## config.mk

```make
export PLATFORM = sky130hd
export DESIGN_NAME = stage_event_irq_enable
export DESIGN_NICKNAME = d
export VERILOG_FILES = /design/src/shared/stage_irq_pkg.sv /design/src/hdl/mask_regs.sv /design/src/hdl/stage_event_irq_enable.sv
export VERILOG_INCLUDE_DIRS = /design/src /design/src/shared
export SDC_FILE = /design/constraint.sdc
export NUM_CORES = 1
export LEC_CHECK = 0
export BUFFER_PORTS_ARGS = -buffer_cell sky130_fd_sc_hd__buf_2
export CORE_ASPECT_RATIO = 0.6
export CORE_UTILIZATION = 60
export CTS_BUF_LIST = sky130_fd_sc_hd__clkbuf_8
export DETAILED_ROUTE_END_ITERATION = 16
export PLACE_DENSITY = 0.87
export SYNTH_ARGS = -nofsm -noshare
export SYNTH_HDL_FRONTEND = slang
export SYNTH_SLANG_ARGS = --single-unit
```

## constraint.sdc

```tcl
create_clock -name core_clk -period 3.12 [get_ports core_clk]
set_input_delay 0.624 -clock core_clk [delete_from_list [all_inputs] [get_ports core_clk]]
set_output_delay 0.624 -clock core_clk [all_outputs]
set_load 0.01 [all_outputs]
```

## src/shared/stage_irq_defs.svh

```systemverilog
`ifndef STAGE_IRQ_DEFS_SVH
`define STAGE_IRQ_DEFS_SVH
`define UPPER_MASK_ADDR    10'h006
`define DONE_MASK_ADDR     10'h007
`define UPPER_FLAGS_ADDR   10'h009
`define DONE_FLAGS_ADDR    10'h00a
`define MASK_RESET         16'h0000
`define FLAGS_RESET        8'h00
`define STAGE_LSB          0
`define STAGE_MSB          7
`define READ_ZERO          16'h0000
`define PAD_ZERO           8'h00
`define IRQ_IDLE           1'b1
`endif

```

## src/shared/stage_irq_pkg.sv

```systemverilog
package stage_irq_pkg;
  typedef struct packed {
    logic        wr;
    logic        rd;
    logic [9:0]  addr;
    logic [15:0] wdata;
  } reg_req_t;
  typedef struct packed {
    logic [7:0] upper_exceeded;
    logic [7:0] conv_done;
  } stage_events_t;
  typedef enum logic [1:0] {
    ST_IDLE = 2'b00,
    ST_READ = 2'b01
  } rd_state_t;
endpackage : stage_irq_pkg

```

## src/hdl/mask_regs.sv

```systemverilog
`timescale 1ns/100ps
`default_nettype none
`include "stage_irq_defs.svh"
module mask_regs #(
  parameter int WIDTH = 16
) (
  input  wire logic             core_clk,
  input  wire logic             srst,
  input  wire logic             wr_upper,
  input  wire logic             wr_done,
  input  wire logic [WIDTH-1:0] wdata,
  output var  logic [WIDTH-1:0] upper_threshold_irq_mask,
  output var  logic [WIDTH-1:0] conversion_done_irq_mask
);
  logic [WIDTH-1:0] next_upper;
  logic [WIDTH-1:0] next_done;
  if (WIDTH != 16) begin : g_bad_width
    $error("mask_regs needs 16-bit words");
  end
  always_comb begin
    next_upper = upper_threshold_irq_mask;
    next_done  = conversion_done_irq_mask;
    if (wr_upper) next_upper = wdata;
    if (wr_done) next_done = wdata;
  end
  always_ff @(posedge core_clk) begin
    if (srst) begin
      upper_threshold_irq_mask <= `MASK_RESET;
      conversion_done_irq_mask <= `MASK_RESET;
    end else begin
      upper_threshold_irq_mask <= next_upper;
      conversion_done_irq_mask <= next_done;
    end
  end
endmodule : mask_regs
`default_nettype wire

```

## src/hdl/stage_event_irq_enable.sv

```systemverilog
`timescale 1ns/100ps
`default_nettype none
`include "stage_irq_defs.svh"
module stage_event_irq_enable #(
  parameter int STAGES = 8
) (
  input  wire logic                         core_clk,
  input  wire logic                         srst,
  input  wire stage_irq_pkg::reg_req_t      req,
  input  wire stage_irq_pkg::stage_events_t events,
  output var  logic [15:0]                  rdata,
  output var  logic                         rvalid,
  output var  logic                         irq_n
);
  import stage_irq_pkg::*;

  if (STAGES != `STAGE_MSB - `STAGE_LSB + 1) begin : g_bad_stages
    $error("stage_event_irq_enable serves exactly eight stages");
  end
  if (`UPPER_MASK_ADDR == `DONE_MASK_ADDR || `UPPER_FLAGS_ADDR == `DONE_FLAGS_ADDR) begin : g_bad_map
    $error("stage_event_irq_enable register addresses overlap");
  end

  logic [15:0] upper_threshold_irq_mask;
  logic [15:0] conversion_done_irq_mask;
  logic [7:0]  upper_limit_flags;
  logic [7:0]  conversion_done_flags;
  logic [7:0]  next_upper_flags;
  logic [7:0]  next_done_flags;
  logic [15:0] next_rdata;
  logic        next_rvalid;
  logic        next_irq_n;
  rd_state_t   rd_state;
  rd_state_t   next_rd_state;
  logic        rd_upper;
  logic        rd_done;
  logic [7:0]  pend_upper;
  logic [7:0]  pend_done;

  function automatic logic hit(input logic [9:0] a, input logic [9:0] target);
    hit = (a == target);
  endfunction : hit

  // Enable registers
  mask_regs #(.WIDTH(16)) u_masks (
    .core_clk                 (core_clk),
    .srst                     (srst),
    .wr_upper                 (req.wr && hit(req.addr, `UPPER_MASK_ADDR)),
    .wr_done                  (req.wr && hit(req.addr, `DONE_MASK_ADDR)),
    .wdata                    (req.wdata),
    .upper_threshold_irq_mask (upper_threshold_irq_mask),
    .conversion_done_irq_mask (conversion_done_irq_mask)
  );

  // Reads of the flag registers clear them
  assign rd_upper = req.rd && hit(req.addr, `UPPER_FLAGS_ADDR);
  assign rd_done  = req.rd && hit(req.addr, `DONE_FLAGS_ADDR);

  // Register read port
  always_comb begin
    next_rdata = `READ_ZERO;
    if (!req.rd) begin
      next_rdata = rdata;
    end else if (hit(req.addr, `UPPER_MASK_ADDR)) begin
      next_rdata = upper_threshold_irq_mask;
    end else if (hit(req.addr, `DONE_MASK_ADDR)) begin
      next_rdata = conversion_done_irq_mask;
    end else if (hit(req.addr, `UPPER_FLAGS_ADDR)) begin
      next_rdata = {`PAD_ZERO, upper_limit_flags};
    end else if (hit(req.addr, `DONE_FLAGS_ADDR)) begin
      next_rdata = {`PAD_ZERO, conversion_done_flags};
    end
    next_rvalid   = req.rd;
    next_rd_state = req.rd ? ST_READ : ST_IDLE;
  end

  // Per-stage event flags
  genvar g;
  generate
    for (g = `STAGE_LSB; g <= `STAGE_MSB; g++) begin : g_flag
      always_comb begin
        // Set wins over read clear; a lasting limit keeps the flag up
        next_upper_flags[g] = events.upper_exceeded[g] | (upper_limit_flags[g] & ~rd_upper);
        next_done_flags[g]  = events.conv_done[g] | (conversion_done_flags[g] & ~rd_done);
      end
    end
  endgenerate

  // Interrupt output
  always_comb begin
    pend_upper = next_upper_flags & upper_threshold_irq_mask[`STAGE_MSB:`STAGE_LSB];
    pend_done  = next_done_flags & conversion_done_irq_mask[`STAGE_MSB:`STAGE_LSB];
    next_irq_n = ~((|pend_upper) | (|pend_done));
  end

  always_ff @(posedge core_clk) begin
    if (srst) begin
      irq_n <= `IRQ_IDLE;
    end else begin
      irq_n <= next_irq_n;
    end
  end

  // Flag registers
  always_ff @(posedge core_clk) begin
    if (srst) begin
      upper_limit_flags     <= `FLAGS_RESET;
      conversion_done_flags <= `FLAGS_RESET;
    end else begin
      upper_limit_flags     <= next_upper_flags;
      conversion_done_flags <= next_done_flags;
    end
  end

  // Read port registers
  always_ff @(posedge core_clk) begin
    if (srst) begin
      rdata    <= `READ_ZERO;
      rvalid   <= 1'b0;
      rd_state <= ST_IDLE;
    end else begin
      rdata    <= next_rdata;
      rvalid   <= next_rvalid;
      rd_state <= next_rd_state;
    end
  end

  // Checks; the interrupt uses the enables as they stood at the edge that took the event
  a_irq_follows_flags: assert property (@(posedge core_clk) disable iff (srst)
    irq_n == ~(|(upper_limit_flags & $past(upper_threshold_irq_mask[7:0])) |
               |(conversion_done_flags & $past(conversion_done_irq_mask[7:0]))))
    else $error("irq_n does not match pending enabled events");
  a_masked_quiet: assert property (@(posedge core_clk) disable iff (srst)
    (upper_threshold_irq_mask[7:0] == 8'h00 && conversion_done_irq_mask[7:0] == 8'h00) |=> irq_n)
    else $error("interrupt asserted with all enables clear");
  a_upper_event_irq: assert property (@(posedge core_clk) disable iff (srst)
    (|(events.upper_exceeded & upper_threshold_irq_mask[7:0]) && !req.wr) |=> !irq_n)
    else $error("enabled upper event did not assert interrupt");
  a_done_event_irq: assert property (@(posedge core_clk) disable iff (srst)
    (|(events.conv_done & conversion_done_irq_mask[7:0]) && !req.wr) |=> !irq_n)
    else $error("enabled completion event did not assert interrupt");
  a_read_clears: assert property (@(posedge core_clk) disable iff (srst)
    (rd_done && events.conv_done == 8'h00) |=> conversion_done_flags == 8'h00)
    else $error("completion flags not cleared by readback");
  a_limit_holds: assert property (@(posedge core_clk) disable iff (srst)
    (rd_upper && events.upper_exceeded[0]) |=> upper_limit_flags[0])
    else $error("upper flag cleared while limit present");
  a_upper_mask_rw: assert property (@(posedge core_clk) disable iff (srst)
    (req.wr && req.addr == `UPPER_MASK_ADDR) |=> upper_threshold_irq_mask == $past(req.wdata))
    else $error("upper mask write lost");
  a_done_mask_rw: assert property (@(posedge core_clk) disable iff (srst)
    (req.wr && req.addr == `DONE_MASK_ADDR) |=> conversion_done_irq_mask == $past(req.wdata))
    else $error("done mask write lost");
  a_read_back: assert property (@(posedge core_clk) disable iff (srst)
    (req.rd && req.addr == `UPPER_MASK_ADDR && !req.wr) |=> rvalid && rdata == upper_threshold_irq_mask)
    else $error("upper mask readback wrong");
  a_reset_values: assert property (@(posedge core_clk)
    srst |=> (upper_threshold_irq_mask == `MASK_RESET && conversion_done_irq_mask == `MASK_RESET && irq_n))
    else $error("reset left an enable set or the interrupt asserted");
  a_done_read_back: assert property (@(posedge core_clk) disable iff (srst)
    (req.rd && req.addr == `DONE_MASK_ADDR && !req.wr) |=> rvalid && rdata == conversion_done_irq_mask)
    else $error("completion mask readback wrong");
  a_upper_flag_read: assert property (@(posedge core_clk) disable iff (srst)
    rd_upper |=> rvalid && rdata == {`PAD_ZERO, $past(upper_limit_flags)})
    else $error("upper flags readback wrong");
  a_done_flag_read: assert property (@(posedge core_clk) disable iff (srst)
    rd_done |=> rvalid && rdata == {`PAD_ZERO, $past(conversion_done_flags)})
    else $error("completion flags readback wrong");
  a_rvalid_follows: assert property (@(posedge core_clk) disable iff (srst)
    1'b1 |=> rvalid == $past(req.rd))
    else $error("read valid does not follow the read strobe");
  a_rdata_holds: assert property (@(posedge core_clk) disable iff (srst)
    !req.rd |=> $stable(rdata))
    else $error("read data changed without a read");
  a_unmapped_zero: assert property (@(posedge core_clk) disable iff (srst)
    (req.rd && req.addr != `UPPER_MASK_ADDR && req.addr != `DONE_MASK_ADDR &&
     req.addr != `UPPER_FLAGS_ADDR && req.addr != `DONE_FLAGS_ADDR) |=> rdata == `READ_ZERO)
    else $error("unmapped read returned data");
  a_upper_read_clears: assert property (@(posedge core_clk) disable iff (srst)
    (rd_upper && events.upper_exceeded == 8'h00) |=> upper_limit_flags == 8'h00)
    else $error("upper flags not cleared by readback");
  a_irq_release: assert property (@(posedge core_clk) disable iff (srst)
    (upper_limit_flags == 8'h00 && conversion_done_flags == 8'h00 && events == '0) |=> irq_n)
    else $error("interrupt asserted with nothing pending");
  a_masks_hold: assert property (@(posedge core_clk) disable iff (srst)
    !req.wr |=> $stable(upper_threshold_irq_mask) && $stable(conversion_done_irq_mask))
    else $error("enable register changed without a write");

  // Per-stage checks
  generate
    for (g = `STAGE_LSB; g <= `STAGE_MSB; g++) begin : g_stage_check
      a_upper_sticks: assert property (@(posedge core_clk) disable iff (srst)
        (upper_limit_flags[g] && !rd_upper) |=> upper_limit_flags[g])
        else $error("upper flag dropped without a read");
      a_done_sticks: assert property (@(posedge core_clk) disable iff (srst)
        (conversion_done_flags[g] && !rd_done) |=> conversion_done_flags[g])
        else $error("completion flag dropped without a read");
      a_upper_masked: assert property (@(posedge core_clk) disable iff (srst)
        (events.upper_exceeded == (8'h01 << g) && !upper_threshold_irq_mask[g] &&
         events.conv_done == 8'h00 && upper_limit_flags == 8'h00 && conversion_done_flags == 8'h00) |=> irq_n)
        else $error("masked upper event asserted the interrupt");
      a_done_masked: assert property (@(posedge core_clk) disable iff (srst)
        (events.conv_done == (8'h01 << g) && !conversion_done_irq_mask[g] &&
         events.upper_exceeded == 8'h00 && upper_limit_flags == 8'h00 && conversion_done_flags == 8'h00) |=> irq_n)
        else $error("masked completion event asserted the interrupt");
    end
  endgenerate

  // Scenario covers
  c_irq_low: cover property (@(posedge core_clk) disable iff (srst) $fell(irq_n));
  c_irq_release: cover property (@(posedge core_clk) disable iff (srst) $rose(irq_n));
  c_read_flags: cover property (@(posedge core_clk) disable iff (srst) rd_upper && |upper_limit_flags);
  c_read_state: cover property (@(posedge core_clk) disable iff (srst) rd_state == ST_READ);
  c_held_limit: cover property (@(posedge core_clk) disable iff (srst) rd_upper && |events.upper_exceeded);
endmodule : stage_event_irq_enable
`default_nettype wire

```

[Word level (Yosys, flattened, before mapping)]
Cells that the tools add are included.
Cells by class
  mux-type cells: 4
  bitwise operators: 38
  shift-type cells: 0
  eq/ne operators: 4
  divide/modulo/power cells: 0
  multiply operators: 0
  add/sub/neg operators: 0
  $lt $le $gt $ge: 0
  reductions and logical operators: 6
Operators with widths (count)
  2-to-1 mux 16 bit: 2
  == test 10 x 3 -> 1 bit, second input constant: 2
  == test 10 x 4 -> 1 bit, second input constant: 2
  bitwise OR 1 bit: 17
  bitwise AND 1 bit: 16
  bitwise AND 8 bit: 2
  2-to-1 mux 8 bit: 2
  OR reduction 8 bit: 2
  logical AND 1 bit: 4
  NOT 1 bit: 3
Storage, ports and cells
  word-level logic and storage cells: 59
  memory bits (read-only): 0
  bits in registers: 66
  bits in latches: 0
  bits in writable memories: 0
  memories: 0
  output and inout port bits: 18

[Depth between registers and ports, before layout]
Gate-level depths: netlist (run 1).
  word-level depth: 9
  mapped depth: 8
  gate-level depth less buffers: 5

[By module]
From an unflattened synthesis (run 1), not the netlist that was laid out.
Second synthesis, totals
  cell total of the unflattened synthesis: 307
  area total of the unflattened synthesis: 2825.2 um^2
Modules (own cells, without submodules)
  stage_event_irq_enable: times used 1, cells each 204, area an instance 1667.8 um^2, sequential area each 680.7 um^2
  mask_regs: times used 1, cells each 103, area an instance 1157.4 um^2, sequential area each 640.6 um^2

[Worst setup path before layout (run 1)]
No wires, ideal clock.
  path type: input to register
  start point: input req[21] (netlist bit)
  end point: register u_masks.conversion_done_irq_mask[12]
  arrival time: 1858 ps
  required time: 2988 ps
  stages: 6
  path slack: 1130 ps
  path buffers: 1
  path through: nor4_4 nor4b_4 nand3_2 buf_2 nand2_1 a21oi_1
On the way
  longest elaborated chain between the ends: 2
RTL lines
  start: declaration: RTL line stage_event_irq_enable.sv:9  | input wire stage_irq_pkg::reg_req_t req,
  == test 10 x 3 -> 1 bit: RTL line stage_event_irq_enable.sv:41  | hit = (a == target);
  logical AND 1 bit: RTL line stage_event_irq_enable.sv:49  | .wr_done (req.wr && hit(req.addr, `DONE_MASK_ADDR)),
  end signal: assignment: RTL line mask_regs.sv:29  | conversion_done_irq_mask <= `MASK_RESET;
  end signal: assignment: RTL line mask_regs.sv:32  | conversion_done_irq_mask <= next_done;
  end: declaration: RTL line mask_regs.sv:13  | output var logic [WIDTH-1:0] conversion_done_irq_mask
No other way between the ends.
A chain may end at the register's enable or synchronous reset.

[Final worst setup path (run 1)]
  start point: input req[21] (netlist bit)
  end point: register u_masks.conversion_done_irq_mask[11]
Same word-level chain as after synthesis.

==> impl_metrics.json, run 1 <==
{
  "core_sq_um": 4590,
  "reg2reg_from": "u_masks.conversion_done_irq_mask[3]$_SDFFE_PP0P_",
  "criticalPathCategory": "input pin to flop",
  "power_mw": 1.81,
  "syn_nets": 385,
  "wl_um": 7560,
  "p_int_mw": 1.42,
  "p_per_area_nw_per_um2": 529,
  "swShare_pct": 21.9,
  "clkPwrFrac_pct": 46.3,
  "dieArea_sq_um": 5080,
  "cts_sinks": 66,
  "setup_tns_ps": 0,
  "synth.cell_area_sq_um": 2870,
  "ys_async_sr_fraction_pct": 0,
  "hold_depth": 2,
  "worstHoldPathType": "flop to flop",
  "dr_total_vias": 2753,
  "clk_path_buf_depth": 2,
  "synth_common_cells": "nand2_1 (74), dfxtp_1 (66), a21oi_1 (63), nand3_1 (18), nand2b_1 (17)",
  "drive_gt1_share_pct": 24.3,
  "crit_path_max_fanout": 16,
  "overflow": 0,
  "hold_viol": 0,
  "synth_edf_count": 0,
  "seq_area_frac_synth_pct": 46.0,
  "dieWidth_um": 91.3,
  "reg2reg_depth": 5,
  "grtUsageTotal_pct": 31.5,
  "ctsRootBufferMaster": "clkbuf_8",
  "switchingPower_mw": 0.396,
  "period_minus_slack_ps": 2230,
  "netlist.area_leader.share_pct": 46.0,
  "final_nets": 440,
  "timing.reg2reg.setup_slack_ps": 1520,
  "initial_utilization_pct": 62.6,
  "hpwl_um": 5260,
  "r2r-end": "irq_n$_SDFF_PP1_",
  "gp_congestion": 1.01,
  "cp.required_ps": 3320,
  "numPortBuffers": 63,
  "multiInputGateArea_sq_um": 1440,
  "cts_resized": 0,
  "syn_area_per_cell_sq_um": 8.47,
  "slew_violations": 0,
  "status": "finished with violations",
  "utilization_pct": 74.6,
  "postCtsHoldBufs": 0,
  "maxSlewHeadroom_pct": 54.5,
  "synthFlopType": "dfxtp_1",
  "finalSetupViolations": 0,
  "ys_seq_elements": 66,
  "drt.antenna.violating_nets": 0,
  "drc": 1,
  "power_frac_seq_pct": 48.1,
  "yosysMostFrequentCell": "nand2_1",
  "yosys_warnings": 0,
  "power_frac_comb_pct": 5.6,
  "dr.pass1.iters": 11,
  "grt_max_degree": 36,
  "worst_pin_slew_ps": 681,
  "synth.distinct_cells": 35,
  "syn2layout_area_growth_pct": 19.3,
  "cts-htree-levels": 3,
  "wl_per_cell_um": 16.4,
  "insertion_delay_ps": 350,
  "drt_iter0_markers": 263,
  "grt_antenna_before_repair": 0,
  "rows": 19,
  "clkTransAtPathRegs_ps": 70,
  "cts_buffers": 9,
  "fin_cells": 462,
  "antennaDiodeCount": 0,
  "finalCritPeriodShare_pct": 71.4,
  "ir_worst_vdd_uv": 388,
  "ioPinCount": 64,
  "crit_path_end_kind": "flop",
  "whs_endpoint": "u_masks.upper_threshold_irq_mask[12]$_SDFFE_PP0P_",
  "dp.cells": 446,
  "fillers": 335,
  "grt_pass1_vias": 2474,
  "worstHoldStart": "u_masks.upper_threshold_irq_mask[12]$_SDFFE_PP0P_",
  "postCtsSetupRepairBufs": 0,
  "fmax_mhz": 449,
  "cts_tree": "built",
  "p_leak_nw": 1.35,
  "arrival_ps": 2430,
  "synth_area_leader_cell": "dfxtp_1",
  "drv_cap": 0,
  "violations": "DRC",
  "via_per_inst": 5.96,
  "grt_pass1_wl_um": 12200,
  "syn_inst": 339,
  "die_h_um": 55.6,
  "seq_area_sq_um": 1320,
  "finalClockSkew_ps": 7.01,
  "crit_path_start_kind": "input pin",
  "rsz0062_at_grt": "false",
  "synthTopCellsByArea": "dfxtp_1 (46%), a21oi_1 (11%), nand2_1 (9.7%), nand2b_1 (3.7%), nand3_1 (3.1%)"
}
==> layout by cell type, fill, tap and decap left out, drive strengths merged, types with 4 or more instances in the layout <==
cell type  instances
and3               4
nand3             19
nand2             74
buf               67
a22oi              6
nor2b              4
o21ai              4
clkbuf            12
mux2i              8
a221o              8
dfxtp             66
nor2              15
mux2               8
nand2b            17
a21oi             63
==> worst max-delay path, stage by stage <==
cell and delay (ps):
buf_2 110, nor4_4 400, nor4b_4 570, nand3_2 430
nand2_1 210, a21oi_1 80
==> flip-flops by register name, indices dropped and copies added (netlist names) <==
register,flops
u_masks.upper_threshold_irq_mask,16
upper_limit_flags,8
u_masks.conversion_done_irq_mask,16
conversion_done_flags,8
rvalid,1
irq_n,1
rdata,16
==> power groups by stage <==
| stage | clock network [mW] | registers, mW | logic [mW] |
|---|---|---|---|
| finish | 0.839 | 0.871 | 0.101 |
| global route | 0.893 | 0.872 | 0.108 |
| CTS | 0.850 | 0.870 | 0.0993 |
| detailed placement | 0 | 0.890 | 0.0987 |
| global placement | 0 | 0.889 | 0.0968 |
| floorplan | 0 | 0.886 | 0.0479 |
==> kinds of logic (layout without fill, tap and decap cells) <==
kind of cell	count (synthesis)	count (layout)	synth area share [%]
mux	16	16	5.93
flops	66	66	46.0
simple gates	143	143	25.0
buf+inv	23	83	3.79
compound gates	91	91	19.3
==> how the worst max path moves through the flow <==
stage,cells past startpoint,to,start,slack (ps)
5_1_grt,6,u_masks.conversion_done_irq_mask[11]$_SDFFE_PP0P_,req[21],830
2_1_floorplan,6,u_masks.conversion_done_irq_mask[12]$_SDFFE_PP0P_,req[21],1130
3_5_place_dp,6,u_masks.conversion_done_irq_mask[11]$_SDFFE_PP0P_,req[21],570
3_3_place_gp,6,u_masks.conversion_done_irq_mask[2]$_SDFFE_PP0P_,req[21],690
4_1_cts,6,u_masks.conversion_done_irq_mask[11]$_SDFFE_PP0P_,req[21],940
6_report,6,u_masks.conversion_done_irq_mask[11]$_SDFFE_PP0P_,req[21],890
==> layer usage <==
layer / vias to the layer above / wire [um] / global-route usage (%)
li1: 1297 / - / -
met1: 1268 / 3300 / 44.4
met2: 165 / 3260 / 44.8
met3: 23 / 875 / 10.7
met4: 0 / 116 / 11.8
met5: - / 0 / 0
==> metrics by stage <==
step | worst slack [ps] | area, sq um | hold slack (ps)
3_5_place_dp | 567 | 3190 | 443
5_1_grt | 830 | 3420 | 482
3_3_place_gp | 686 | 3190 | 435
2_1_floorplan | 1130 | 2870 | 428
6_report | 894 | 3420 | 452
4_1_cts | 942 | 3420 | 454
==> cell type report <==
class,instances,share of cell area [%]
Sequential cell,66,38.6
Timing Repair Buffer,67,10.1
Clock inverter,4,2.12
Clock buffer,12,4.82
Multi-Input combinational cell,250,42.1
Tap cell,63,2.30
(Power assumes the default switching activity.)
==> run 2, diff against run 1 <==
Settings changed: CORE_UTILIZATION 60 to 56, PLACE_DENSITY 0.87 to 0.82.
Clock period 3.12 ns to 2.1 ns, I/O delays scaled along.
==> impl_metrics.json, run 2 (synthesis gave the netlist of run 1 again) <==
{
  "status": "completed",
  "slew_violations": 0,
  "criticalPathCategory": "input pin to flop",
  "worstHoldPathType": "input pin to flop",
  "postCtsSetupRepairBufs": 0,
  "power_mw": 2.42,
  "critical_path_buf_inv_count": 2,
  "worst_pin_slew_ps": 500,
  "switchingPower_mw": 0.567,
  "clkPwrFrac_pct": 40.2,
  "dr_total_vias": 2724,
  "power_frac_seq_pct": 53.4,
  "drive_gt1_share_pct": 26.2,
  "finalCritPeriodShare_pct": 75.8,
  "hold_viol": 0,
  "grt_max_degree": 42,
  "crit_path_end_kind": "flop",
  "p_per_area_nw_per_um2": 696,
  "setup_tns_ps": 0,
  "dieArea_sq_um": 5430,
  "final_nets": 453,
  "gp_congestion": 1.02,
  "cts_tree": "built",
  "hpwl_um": 5430,
  "swShare_pct": 23.4,
  "p_int_mw": 1.86,
  "rsz0062_at_grt": "false",
  "drt.antenna.violating_nets": 0,
  "finalClockSkew_ps": 9.09,
  "cts_buffers": 9,
  "clk_path_buf_depth": 2,
  "ctsRootBufferMaster": "clkbuf_8",
  "dp.cells": 459,
  "clkTransAtPathRegs_ps": 70,
  "ioPinCount": 64,
  "cp.required_ps": 2370,
  "postCtsHoldBufs": 0,
  "period_minus_slack_ps": 1590,
  "initial_utilization_pct": 60.4,
  "crit_path_start_kind": "input pin",
  "cts_sinks": 66,
  "layout_common_cells": "nand2_1 (74), dfxtp_1 (66), a21oi_1 (63), buf_2 (63), nand3_1 (18)",
  "core_sq_um": 4750,
  "syn2layout_area_growth_pct": 21.2,
  "rows": 19,
  "ir_worst_vdd_uv": 471,
  "fmax_mhz": 628,
  "layout_commonest_cell": "nand2_1",
  "crit_path_max_fanout": 8,
  "finalSetupViolations": 0,
  "overflow": 0,
  "antennaDiodeCount": 0,
  "grt_pass1_vias": 2436,
  "arrival_ps": 1870,
  "die_h_um": 57.5,
  "via_per_inst": 5.73,
  "drt_iter0_markers": 362,
  "p_leak_nw": 1.41,
  "wl_per_cell_um": 15.7,
  "dieWidth_um": 94.4,
  "slowest_stage": "and3_1",
  "crit_chain": "buf_2 -> nor4_4 -> buf_4 -> and3_1 -> a221o_1 -> nand3_1 -> a21oi_1",
  "wl_um": 7470,
  "grtUsageTotal_pct": 29.3,
  "maxSlewHeadroom_pct": 66.7,
  "drv_cap": 0,
  "grt_pass1_wl_um": 11800,
  "critical_path.top_delay_family": "simple AND/OR/NAND/NOR gates",
  "utilization_pct": 73.2,
  "cts_resized": 0,
  "cp_slowest_stage_delay_ps": 350,
  "cts-htree-levels": 3,
  "insertion_delay_ps": 340,
  "grt_antenna_before_repair": 0,
  "fin_cells": 475,
  "reg_top3": "rdata (16), u_masks.conversion_done_irq_mask (16), u_masks.upper_threshold_irq_mask (16)",
  "numPortBuffers": 63,
  "power_frac_comb_pct": 6.4,
  "dr.pass1.iters": 6,
  "drc": 0
}
==> run 2: changes by cell type in the layout (fill, tap and decap cells not counted), sizes merged <==
| cell | previous run | this run |
|---|---|---|
| clkinv | 1 | 2 |
| buf | 67 | 80 |
| clkinvlp | 1 | 0 |
| bufinv | 2 | 0 |
| inv | 0 | 2 |
==> run 2: final cells by class <==
cell class | instances | area, sq um
multi-input combinational | 250 | 1440
fill | 379 | 1270
sequential | 66 | 1320
tap | 63 | 78.8
timing repair buffer | 80 | 455
clock inverter | 4 | 17.5
clock buffer | 12 | 165
==> run 2: per-stage QoR <==
| stage | hold slack (ps) | worst slack [ps] | area, sq um |
|---|---|---|---|
| CTS | 284 | 531 | 3480 |
| detailed placement | 444 | 171 | 3300 |
| finish | 293 | 508 | 3480 |
| global route | 302 | 361 | 3480 |
| global placement | 437 | 215 | 3300 |
| floorplan | 428 | 314 | 2870 |
==> run 2: path summary, 6_finish.rpt <==
check	start	to	slack, ps	cells after the start
worst min-delay path	events[4]	conversion_done_flags[4]$_SDFF_PP0_	290	3
worst min register to register	u_masks.upper_threshold_irq_mask[12]$_SDFFE_PP0P_	u_masks.upper_threshold_irq_mask[12]$_SDFFE_PP0P_	450	2
worst max-delay path	req[21]	rdata[4]$_SDFFE_PP0P_	510	7
worst max register to register	u_masks.conversion_done_irq_mask[3]$_SDFFE_PP0P_	irq_n$_SDFF_PP1_	570	5
==> run 2: metal layers <==
metal	global-route usage (%)	vias to the layer above	wire (um)
li1	-	1324	-
met4	11.4	0	95
met1	42.7	1235	3520
met2	40.1	150	3040
met5	0	-	0
met3	9.33	15	810
==> run 2: worst reg2reg max path, delay by kind of cell, from the launching register on <==
kind | cells | cell delay, ps
simple gates | 1 | 130
flops | 1 | 370
compound gates | 4 | 1000
==> run 2: power groups by stage <==
stage	clock [mW]	sequential [mW]	combinational [mW]
after global placement	0	1.32	0.149
after floorplan	0	1.32	0.0712
after detailed placement	0	1.32	0.152
after CTS	0.990	1.29	0.153
final	0.975	1.29	0.154
after global routing	1.04	1.30	0.167
==> run 3, diff against run 2 <==
Clock period 2.1 ns to 1.6 ns, I/O delays scaled along.
==> impl_metrics.json, run 3 (synthesis gave the netlist of run 1 again) <==
{
  "cp.required_ps": 1890,
  "grtUsageTotal_pct": 32.9,
  "cp_slowest_stage_delay_ps": 370,
  "numPortBuffers": 63,
  "drt.antenna.violating_nets": 0,
  "fmax_mhz": 648,
  "dieArea_sq_um": 5430,
  "insertion_delay_ps": 350,
  "gp_congestion": 1.07,
  "maxSlewHeadroom_pct": 71.9,
  "overflow": 0,
  "drv_cap": 0,
  "hpwl_um": 5940,
  "layout_commonest_cell": "nand2_1",
  "worstHoldPathType": "input pin to flop",
  "initial_utilization_pct": 60.4,
  "crit_path_start_kind": "flop",
  "syn2layout_area_growth_pct": 25.9,
  "reg_top3": "rdata (16), u_masks.conversion_done_irq_mask (16), u_masks.upper_threshold_irq_mask (16)",
  "dp.cells": 472,
  "wl_um": 8350,
  "grt_antenna_before_repair": 0,
  "p_per_area_nw_per_um2": 929,
  "rows": 19,
  "hold_viol": 0,
  "dr.pass1.iters": 6,
  "drc": 0,
  "cts_buffers": 9,
  "grt_max_degree": 32,
  "drive_gt1_share_pct": 29.9,
  "cts_tree": "built",
  "crit_path_end_kind": "flop",
  "period_minus_slack_ps": 1540,
  "critical_path_buf_inv_count": 0,
  "dieWidth_um": 94.4,
  "critical_path.top_delay_family": "compound AO/OA/AOI/OAI gates",
  "finalCritPeriodShare_pct": 96.4,
  "grt_pass1_wl_um": 13300,
  "fillers": 366,
  "worst_pin_slew_ps": 422,
  "ctsRootBufferMaster": "clkbuf_8",
  "criticalPathCategory": "flop to flop",
  "layout_common_cells": "nand2_1 (74), a21oi_1 (63), dfxtp_1 (63), buf_2 (63), buf_4 (28)",
  "slew_violations": 0,
  "fin_cells": 488,
  "antennaDiodeCount": 0,
  "slowest_stage": "dfxtp_1",
  "status": "completed",
  "die_h_um": 57.5,
  "ioPinCount": 64,
  "wl_per_cell_um": 17.1,
  "clkTransAtPathRegs_ps": 80,
  "cts-htree-levels": 3,
  "p_leak_nw": 1.47,
  "finalSetupViolations": 0,
  "crit_path_max_fanout": 4,
  "cts_sinks": 66,
  "core_sq_um": 4750,
  "clk_path_buf_depth": 2,
  "finalClockSkew_ps": 6.25,
  "ir_worst_vdd_uv": 844,
  "crit_chain": "a222oi_1 -> nand3_1 -> a211o_1 -> a221oi_2 -> a41o_1",
  "post-place-ws_ps": -244,
  "final_nets": 466,
  "via_per_inst": 5.89,
  "fin_ws_ps": 57.2,
  "rsz0062_at_grt": "true",
  "arrival_ps": 1830,
  "grt_pass1_vias": 2727,
  "drt_iter0_markers": 339,
  "dr_total_vias": 2875
}
==> run 3: layer usage <==
layer	share of wire, %	global-route usage (%)	wire length, um	vias to the layer above
met5	0.54	6.48	45	-
met4	1.5	8.57	127	2
met3	12	12.4	982	22
met2	41	46.9	3460	184
met1	45	46.1	3730	1310
li1	-	-	-	1357
==> run 3: worst register-to-register path: cells and delay by family (launching register included) <==
family           cells  cell delay, ps
AND/OR/NAND/NOR      1             110
flip-flops           1             370
AO/OA/AOI/OAI        4            1000
==> run 3: what timing repair did <==
action                                 CTS  global route
hold buffers                             0             0
endpoints found under the hold margin    0             0
setup buffers                            0             0
gates resized for setup                  0             4
setup endpoints to repair                0            11
==> run 3: final timing paths <==
check,startpoint,end,slack (ps),cells past startpoint
worst min-delay path,events[0],conversion_done_flags[0]$_SDFF_PP0_,190,3
worst max register to register,u_masks.conversion_done_irq_mask[3]$_SDFFE_PP0P_,irq_n$_SDFF_PP1_,60,5
worst max-delay path,u_masks.conversion_done_irq_mask[3]$_SDFFE_PP0P_,irq_n$_SDFF_PP1_,60,5
worst min register to register,u_masks.conversion_done_irq_mask[10]$_SDFFE_PP0P_,u_masks.conversion_done_irq_mask[10]$_SDFFE_PP0P_,450,2
==> run 3: final cells by class <==
cell class,count,area (sq um),share of cell area (%)
multi-input combinational,250,1440,39.9
sequential,66,1330,36.6
timing repair buffer,93,566,15.6
clock buffer,10,138,3.81
tap,63,78.8,2.18
clock inverter,6,66.3,1.83
==> run 3: power by group <==
group	switching [mW]	internal, mW	total, mW
combinational	0.121	0.0994	0.220
clock	0.679	0.761	1.44
sequential	0.0252	1.67	1.70
total	0.825	2.53	3.36
==> run 3: through the flow <==
step	TNS (ps)	total power [mW]	util (%)	area, sq um	hold slack [ps]
after floorplan	-1080	1.82	-	2890	428
after global placement	-4580	1.94	71.7	3410	435
after detailed placement	-8880	1.95	71.7	3410	443
after CTS	0	3.35	75.9	3610	190
after global routing	-10.4	3.46	76.1	3620	210
final	0	3.36	76.1	3620	194
